<file path="src/slave_port_map.vh">
// Contract
// - Device is bus timing slave, never clocks.
// - Frame rate stays 8kHz in both modes.
// - All timing derived from bus bit clock; the code times bus deactivation in system clock cycles.
// - Data lines high-impedance unless actively transmitting.
// - Data lines driven open-drain only.
// - Receive downstream, transmit upstream.
// - Terminal mode intercomm slots reverse line directions.
// - Bus address from three slot strap pins.
// - Control bit 3 loops received data back.
// - Ignore unused bits; send unused bits as one.
// - Reset pin low clears every register.
// - Reset command over control channel resets fully; the code leaves the input synchronisers and the clock edge history as they are.
// - All control through the serial interface; the code writes the control register from the register port instead.
// - Terminal frame: three channels, 96 bits.
// - Line-card frame: eight channels, 256 bits.
// - Mode pin low terminal, high line-card.
// - Monitor answers only after matching address byte.
`ifndef SLAVE_PORT_MAP_VH
`define SLAVE_PORT_MAP_VH

// Register byte addresses
`define ADDR_CTRL      8'h00
`define ADDR_TX_WORD   8'h04
`define ADDR_RX_WORD   8'h08
`define ADDR_STATUS    8'h0c

// Control register fields
`define CTRL_LOOP_BIT  3
`define CTRL_REV_BIT   4
`define CTRL_WIDTH     8
`define CTRL_RESET     8'h00

// Frame geometry
`define TE_FRAME_BITS  9'h060
`define LC_FRAME_BITS  9'h100
`define TE_CHAN_BASE   9'h020
`define CHAN_BITS      9'h020
`define CHAN_LAST      5'h1f
`define MON_LAST       5'h17
`define MON_BYTE_IDX   2'h2
`define IC_BYTES       2'h2

// Monitor channel bytes
`define MON_ADDR_TAG   1'b1
`define MON_ADDR_LOW   3'h0
`define MON_RESET_CMD  8'h0e

// Bus idle time before the port counts as deactivated
`define IDLE_CYCLES    16'h0100

`endif

</file>
<file path="src/tdm_serial_bus_slave_port.v">
// Decided for this implementation: the address-and-strobe port and the placing of the registers.
`timescale 1ns/10ps
`include "slave_port_map.vh"

module tdm_serial_bus_slave_port
#(
  parameter IDLE_CYC = `IDLE_CYCLES
)
(
  // System
  input  wire        clk,
  input  wire        resetn,
  // Serial bus, all timing supplied from outside
  input  wire        frame_sync,
  input  wire        bit_clock,
  input  wire        dd_in,
  output wire        dd_out,
  output wire        dd_oen,
  input  wire        du_in,
  output wire        du_out,
  output wire        du_oen,
  // Straps
  input  wire        mode_select_pin,
  input  wire        slot_addr_bit0,
  input  wire        slot_addr_bit1,
  input  wire        slot_addr_bit2,
  input  wire        device_select,
  // Register port
  input  wire [7:0]  addr,
  input  wire [31:0] wdata,
  input  wire        wr,
  input  wire        rd,
  output wire [31:0] rdata
);

////////////////////////////////////////////////////////////////////////////////
// Input synchronisers

  wire [8:0]  async_in;
  reg  [8:0]  sync1_q;
  reg  [8:0]  sync2_q;

  assign async_in = {device_select, slot_addr_bit2, slot_addr_bit1,
                     slot_addr_bit0, mode_select_pin, du_in, dd_in,
                     frame_sync, bit_clock};

  // First stage is read only by the second stage
  always @(posedge clk or negedge resetn)
  begin
    if (!resetn)
    begin
      sync1_q <= 9'h000;
      sync2_q <= 9'h000;
    end
    else
    begin
      sync1_q <= async_in;
      sync2_q <= sync1_q;
    end
  end

  wire        bclk_s;
  wire        fs_s;
  wire        dd_s;
  wire        du_s;
  wire        lc_mode;
  wire [2:0]  slot_s;
  wire        ds_s;

  assign bclk_s  = sync2_q[0];
  assign fs_s    = sync2_q[1];
  assign dd_s    = sync2_q[2];
  assign du_s    = sync2_q[3];
  assign lc_mode = sync2_q[4];
  assign slot_s  = sync2_q[7:5];
  assign ds_s    = sync2_q[8];

////////////////////////////////////////////////////////////////////////////////
// Bit timing, taken only from the bus clock

  reg         bclk_prev_q;
  reg         fs_at_q;
  reg         half_q;
  reg  [8:0]  bit_q;
  reg         live_q;
  reg  [15:0] idle_q;
  reg         srst_q;

  wire        bclk_rise;
  wire        frame_start;
  wire        drive_ev;
  wire        samp_ev;
  wire [8:0]  frame_bits;
  wire [8:0]  bit_next;
  wire [8:0]  drive_pos;

  // Edges found by sampling; no clock is ever generated here
  assign bclk_rise   = bclk_s & ~bclk_prev_q;
  assign frame_start = bclk_rise & fs_s & ~fs_at_q;
  assign frame_bits  = lc_mode ? `LC_FRAME_BITS : `TE_FRAME_BITS;
  assign bit_next    = (bit_q == frame_bits) ? bit_q : bit_q + 9'h001;
  assign drive_ev    = bclk_rise & (frame_start | half_q);
  assign samp_ev     = bclk_rise & ~frame_start & ~half_q;
  assign drive_pos   = frame_start ? 9'h000 : bit_next;

  always @(posedge clk or negedge resetn)
  begin
    if (!resetn)
    begin
      bclk_prev_q <= 1'b0;
      fs_at_q     <= 1'b0;
      half_q      <= 1'b0;
      bit_q       <= 9'h000;
      live_q      <= 1'b0;
      idle_q      <= 16'h0000;
    end
    else if (srst_q)
    begin
      bclk_prev_q <= bclk_s;
      fs_at_q     <= 1'b0;
      half_q      <= 1'b0;
      bit_q       <= 9'h000;
      live_q      <= 1'b0;
      idle_q      <= 16'h0000;
    end
    else
    begin
      bclk_prev_q <= bclk_s;
      if (bclk_rise)
      begin
        fs_at_q <= fs_s;
        idle_q  <= 16'h0000;
        if (frame_start)
        begin
          half_q <= 1'b0;
          bit_q  <= 9'h000;
          live_q <= 1'b1;
        end
        else
        begin
          half_q <= ~half_q;
          if (half_q)
            bit_q <= bit_next;
        end
      end
      // A clock held low for long means the bus is deactivated
      else if (idle_q == IDLE_CYC[15:0])
        live_q <= 1'b0;
      else
        idle_q <= idle_q + 16'h0001;
    end
  end

////////////////////////////////////////////////////////////////////////////////
// Channel position decode

  reg  [7:0]  ctrl_q;
  reg  [31:0] tx_q;
  reg  [31:0] rx_q;
  reg  [31:0] rx_sh_q;
  reg         addressed_q;

  wire [8:0]  chan_base;
  wire        loop_en;
  wire        rev_en;

  // Terminal mode uses its fixed channel, line-card mode the slot
  assign chan_base = lc_mode ? {1'b0, slot_s, 5'h00} : `TE_CHAN_BASE;
  assign loop_en   = ctrl_q[`CTRL_LOOP_BIT];
  assign rev_en    = ctrl_q[`CTRL_REV_BIT] & ~lc_mode;

  wire [8:0]  d_off9;
  wire        d_in_ch;
  wire [4:0]  d_off;
  wire        d_ic;
  wire        d_mon;
  wire [31:0] d_src;
  wire        d_bit;
  wire        du_bit;
  wire        dd_bit;
  wire        live_now;

  // A frame's first bit is driven in the same cycle that starts it,
  // otherwise slot zero would lose its first bit
  assign live_now = live_q | frame_start;
  assign d_off9  = drive_pos - chan_base;
  assign d_in_ch = (drive_pos >= chan_base) & (d_off9 < `CHAN_BITS) &
                   (drive_pos < frame_bits);
  assign d_off   = d_off9[4:0];
  assign d_ic    = rev_en & (d_off[4:3] < `IC_BYTES);
  assign d_mon   = (d_off[4:3] == `MON_BYTE_IDX);
  assign d_src   = loop_en ? rx_q : tx_q;
  // Monitor byte stays silent until this device is addressed
  assign d_bit   = (d_mon & ~addressed_q) | d_src[`CHAN_LAST - d_off];
  assign du_bit  = ~(live_now & d_in_ch & ~d_ic) | d_bit;
  assign dd_bit  = ~(live_now & d_in_ch & d_ic) | d_bit;

  wire [8:0]  s_off9;
  wire        s_in_ch;
  wire [4:0]  s_off;
  wire        s_bit;
  wire [7:0]  mon_byte;
  wire [7:0]  my_addr;

  assign s_off9   = bit_q - chan_base;
  assign s_in_ch  = (bit_q >= chan_base) & (s_off9 < `CHAN_BITS) &
                    (bit_q < frame_bits);
  assign s_off    = s_off9[4:0];
  // Reversed intercomm bytes arrive on the upstream line
  assign s_bit    = (rev_en & (s_off[4:3] < `IC_BYTES)) ? du_s : dd_s;
  assign mon_byte = {rx_sh_q[15:9], s_bit};
  assign my_addr  = {`MON_ADDR_TAG, slot_s, ds_s, `MON_ADDR_LOW};

////////////////////////////////////////////////////////////////////////////////
// Receive shift and monitor address match

  wire        samp_ch;
  wire        mon_done;

  // Sampling waits for the second clock of each bit
  assign samp_ch  = samp_ev & live_q & s_in_ch;
  assign mon_done = samp_ch & (s_off == `MON_LAST);

  always @(posedge clk or negedge resetn)
  begin
    if (!resetn)
    begin
      rx_sh_q     <= 32'h00000000;
      rx_q        <= 32'h00000000;
      addressed_q <= 1'b0;
    end
    else if (srst_q)
    begin
      rx_sh_q     <= 32'h00000000;
      rx_q        <= 32'h00000000;
      addressed_q <= 1'b0;
    end
    else
    begin
      if (samp_ch)
        rx_sh_q[`CHAN_LAST - s_off] <= s_bit;
      if (samp_ch & (s_off == `CHAN_LAST))
        rx_q <= {rx_sh_q[31:1], s_bit};
      // An address byte for another device drops the selection
      if (mon_done & mon_byte[7])
        addressed_q <= (mon_byte == my_addr);
    end
  end

  // Command reset lasts one cycle and clears what the pin clears, except the input synchronisers and the clock edge history
  always @(posedge clk or negedge resetn)
  begin
    if (!resetn)
      srst_q <= 1'b0;
    else
      srst_q <= ~srst_q & mon_done & addressed_q &
                (mon_byte == `MON_RESET_CMD);
  end

////////////////////////////////////////////////////////////////////////////////
// Open-drain pin drive

  reg         dd_oen_q;
  reg         du_oen_q;
  reg         pin_low_q;

  // Only a zero is driven; a one is left to the pull-up
  always @(posedge clk or negedge resetn)
  begin
    if (!resetn)
    begin
      dd_oen_q  <= 1'b1;
      du_oen_q  <= 1'b1;
      pin_low_q <= 1'b0;
    end
    else if (srst_q | ~live_now)
    begin
      dd_oen_q  <= 1'b1;
      du_oen_q  <= 1'b1;
      pin_low_q <= 1'b0;
    end
    else
    begin
      pin_low_q <= 1'b0;
      if (drive_ev)
      begin
        du_oen_q <= du_bit;
        dd_oen_q <= dd_bit;
      end
    end
  end

  assign dd_out = pin_low_q;
  assign du_out = pin_low_q;
  assign dd_oen = dd_oen_q;
  assign du_oen = du_oen_q;

////////////////////////////////////////////////////////////////////////////////
// Register port

  reg  [31:0] rdata_q;
  reg  [31:0] rd_mux;

  // Read data is zero outside the cycle after a read

  always @*
  begin
    case (addr)
      `ADDR_CTRL:    rd_mux = {24'h000000, ctrl_q};
      `ADDR_TX_WORD: rd_mux = tx_q;
      `ADDR_RX_WORD: rd_mux = rx_q;
      `ADDR_STATUS:  rd_mux = {24'h000000, ds_s, slot_s, lc_mode,
                               addressed_q, half_q, live_q};
      default:       rd_mux = 32'h00000000;
    endcase
  end

  // Registers are controlled only from this port and the bus itself
  always @(posedge clk or negedge resetn)
  begin
    if (!resetn)
    begin
      ctrl_q  <= `CTRL_RESET;
      tx_q    <= 32'h00000000;
      rdata_q <= 32'h00000000;
    end
    else if (srst_q)
    begin
      ctrl_q  <= `CTRL_RESET;
      tx_q    <= 32'h00000000;
      rdata_q <= 32'h00000000;
    end
    else
    begin
      rdata_q <= rd ? rd_mux : 32'h00000000;
      if (wr & (addr == `ADDR_CTRL))
        ctrl_q <= wdata[`CTRL_WIDTH-1:0];
      if (wr & (addr == `ADDR_TX_WORD))
        tx_q <= wdata;
    end
  end

  assign rdata = rdata_q;

endmodule // tdm_serial_bus_slave_port

</file>
<file path="config.mk">
export PLATFORM = sky130hd
export DESIGN_NAME = tdm_serial_bus_slave_port
export DESIGN_NICKNAME = d
export VERILOG_FILES = /design/src/tdm_serial_bus_slave_port.v
export VERILOG_INCLUDE_DIRS = /design/src
export SDC_FILE = /design/constraint.sdc
export NUM_CORES = 1
export LEC_CHECK = 0
export ABC_AREA = 1
export BUFFER_PORTS_ARGS = -buffer_cell sky130_fd_sc_hd__buf_2
export CORE_AREA = 2 2 263 135
export DETAILED_ROUTE_END_ITERATION = 10
export DIE_AREA = 0 0 265 137
export PLACE_DENSITY_LB_ADDON = 0.15
export SKIP_CTS_REPAIR_TIMING = 1
export SLEW_MARGIN = 25
export SYNTH_ARGS = -nofsm -noshare
export SYNTH_HDL_FRONTEND = slang
export SYNTH_SLANG_ARGS = --single-unit
</file>
<file path="constraint.sdc">
create_clock -name clk -period 5 [get_ports clk]
set_input_delay 0.5 -clock clk [delete_from_list [all_inputs] [get_ports clk]]
set_output_delay 0.5 -clock clk [all_outputs]
set_load 0.01 [all_outputs]
</file>
==> reports/metrics.csv <==
stage,metric,value,unit
timing,Final Cycle Share,0.630,
setup_path,CP arrival,3.52,ns
routing,"wirelength, routed",29.1,mm
global_route,largest net degree at the start of global routing,101,
hold_path,hold crit path type,input pin to async pin,
timing,final hold violations,0,
synthesis,average cell area after synthesis,8.38,um^2
clocking,CTS buffer count,17,
outcome,status,completed,
synthesis,Post-Synthesis Cells,1083,
routing,per-cell routed wire length,18.0,um
floorplanning,total I/O pin count,89,
clocking,Worst-Skew Late Latency,0.46,ns
floorplanning,Die Y,137,um
setup_path,"CP delay by family, top",buffers and inverters,
timing,max-slew violation count,0,
floorplanning,num rows,48,
routing,vias post-DR,7601,
routing,Via density,4.72,
setup_path,Critical Path Most Common Cell,nand2_1,
routing,Starting DRT DRC Count,800,
setup_path,crit path kind,flip-flop to flip-flop,
timing,setup_tns,0,ns
clocking,clock-pin transition on the worst setup and hold timing paths,0.07,ns
clocking,clk root buf,clkbuf_16,
setup_path,CP max FO,48,
setup_path,Worst path depth,12,
placement,Placer Congestion,0.871,
global_route,vias in the first global route,7166,
placement,Port-buffer cells,86,
global_route,gr ovfl total,0,
synthesis,Yosys reg bits,186,
timing,Tightest Pin Transition,0.993,ns
setup_path,"slowest stage cell, crit path",buf_4,
pwr,Pwr Density,346,nW/um^2
setup_path,worst r2r src,sync2_q[5]$_DFF_PN0_,
floorplanning,die width,265,um
layout,final net count,1218,
synthesis,sequential-to-total area share from yosys stat,0.513,
timing,Tmin final,3.15,ns
clocking,CTS tree,yes,
setup_path,crit path cell chain,"inv_1, nand2_1, ha_1, o21bai_1, xor2_1, nor4_2, nand2_1, inv_2, a21oi_4, buf_4, nand2_1, o21ai_0",
global_route,initial antenna violation count,0,
layout,area of the multi-input gates,3760,um^2
clocking,clk sinks,186,
setup_path,CP Buf/Inv Count,3,
timing,RSZ-0062 raised after global routing,false,
synthesis,Post-synth top flop,dfrtp_1,
setup_path,critical path launch point type,flip-flop,
routing,Detail Route Antenna Nets,0,
synthesis,Syn Std Cell Area,9080,um^2
layout,diodes inserted,0,
layout,area growth from synthesis to layout,16.0,%
layout,number of fill cells,3626,
setup_path,Worst Setup EP,rx_q[2]$_DFFE_PN0P_,
layout,share of post-route cells with drive strength above 1,0.137,
pwr,leakage dissipation,5.23,nW
setup_path,nature of the critical path endpoint,flip-flop,
layout,final non-filler cell total,1612,
routing,first-pass iteration count of the detailed router,5,
setup_path,reg2reg path depth,12,
floorplanning,Core ar.,34000,um^2
timing,fmax,0.318,GHz
floorplanning,starting density of the core,0.267,
synthesis,Post-synth EDFFs,0,
global_route,first-pass GRT wire length,45.1,mm
setup_path,CP peak stage delay,0.48,ns
timing,Worst slew margin,0.338,
timing,Setup Viol. Count Final,0,
clocking,# H-tree levels,4,
routing,DR DRC count,0,
setup_path,Critical Path Start,sync2_q[5]$_DFF_PN0_,
timing,Hold WS,0.0634,ns
setup_path,Worst Path Required,5.37,ns
run,max-cap violation count,0,
synthesis,post-synth cell types,46,
setup_path,FF-to-FF setup slack,1.85,ns
placement,DP Cell Count,1580,
synthesis,Syn. warnings,0,
setup_path,Crit Reg-Reg Endpoint,rx_q[2]$_DFFE_PN0P_,
synthesis,Post-synth ARST share,1.00,
floorplanning,total die area,36300,um^2
clocking,CTS Buffer Depth,2,
layout,FF/Latch Area,4660,um^2
timing,Final Skew,0.0134,ns
pwr,Max VDD drop,0.173,mV
global_route,global-route usage over all layers,0.167,
placement,Post-DP HPWL,21.5,mm
==> stage by stage <==
| step | instance area (um^2) | total power, mW | util | setup slack [ns] |
|---|---|---|---|---|
| after global placement | 9950 | 2.31 | 0.293 | 1.88 |
| final | 10500 | 3.64 | 0.310 | 1.85 |
| after global routing | 10500 | 3.84 | 0.310 | 1.56 |
| after floorplan | 9080 | 2.08 | - | 2.82 |
| after CTS | 10500 | 3.69 | 0.310 | 1.93 |
| after detailed placement | 9950 | 2.30 | 0.293 | 1.85 |
==> Yosys cell counts, types with 2 or more instances <==
cell type	n	area, um^2
nand2_1	297	1110
dfrtp_1	184	4600
inv_1	109	409
o21ai_0	96	480
nand3_1	82	410
a21oi_1	49	245
nor2_1	45	169
nand4_1	44	275
clkbuf_1	32	120
mux2i_1	18	180
ha_1	16	200
o22ai_1	12	75.1
buf_2	9	45.0
nor3_1	8	40.0
xor2_1	8	70.1
a221oi_1	6	52.6
nor4_1	6	37.5
a21boi_0	5	37.5
o21ai_1	5	25.0
a22oi_1	4	30.0
buf_6	4	45.0
inv_2	4	15.0
buf_1	3	11.3
buf_4	3	22.5
nor4_2	3	37.5
or2_2	3	18.8
dfstp_2	2	52.6
nand2_2	2	12.5
nand2_4	2	22.5
nand3_2	2	20.0
nand3_4	2	35.0
nor2_2	2	12.5
nor2_4	2	22.5
o31ai_1	2	15.0
==> layout make-up <==
class	count	area share
sequential	186	0.442
multi-input combinational	733	0.357
tap	450	0.0535
timing repair buffer	97	0.0507
clock buffer	21	0.0447
inverter	114	0.0411
clock inverter	11	0.0107
==> cell usage in the layout, fill, tap and decap left out, types with 6 or more instances in the layout <==
cell type	netlist	final
a21oi_1	49	49
xor2_1	8	8
nand3_1	82	82
nand4_1	44	44
inv_1	109	108
nand2_1	297	297
nor4_1	6	6
a221oi_1	6	6
mux2i_1	18	18
dfrtp_1	184	184
buf_2	9	85
o22ai_1	12	12
ha_1	16	16
clkbuf_16	0	17
nor2_1	45	44
nor3_1	8	8
buf_4	3	10
o21ai_0	96	96
==> layer usage <==
layer	wire (um)	track usage	vias to the layer above
li1	-	-	3729
met3	2590	0.0563	13
met1	16500	0.281	3632
met4	222	0.0358	0
met5	0	0	-
met2	9790	0.189	227
==> kinds of logic after synthesis <==
logic type / synth area share
adder cells (fa/ha/maj): 0.0220
AO/OA/AOI/OAI: 0.112
multiplexers: 0.0198
XOR/XNOR: 0.00868
buffers and inverters: 0.0745
AND/OR/NAND/NOR: 0.250
other: 0.000413
flip-flops: 0.513
==> where the power goes <==
| group | switching [mW] | internal [mW] |
|---|---|---|
| registers | 0.0632 | 1.56 |
| clock network | 0.629 | 0.732 |
| logic | 0.468 | 0.194 |
==> registers in the layout, summed over array words and instances, names as in the netlist, 8 cells and up <==
signal and count:
bit_q 9, ctrl_q 8, idle_q 16, rdata 32, rx_q 32, rx_sh_q 31
sync1_q 9, sync2_q 9, tx_q 32
==> worst min path at each step <==
stage | endpoint | slack, ns | depth (start not counted)
final | sync1_q[6]$_DFF_PN0_ | 0.06 | 1
after global routing | sync1_q[6]$_DFF_PN0_ | 0.10 | 1
after CTS | sync1_q[5]$_DFF_PN0_ | 0.11 | 1
after detailed placement | sync2_q[3]$_DFF_PN0_ | 0.33 | 0
after global placement | sync2_q[8]$_DFF_PN0_ | 0.34 | 0
after floorplan | addressed_q$_DFFE_PN0P_ | 0.20 | 0
Power figures use the tool's default switching activity.
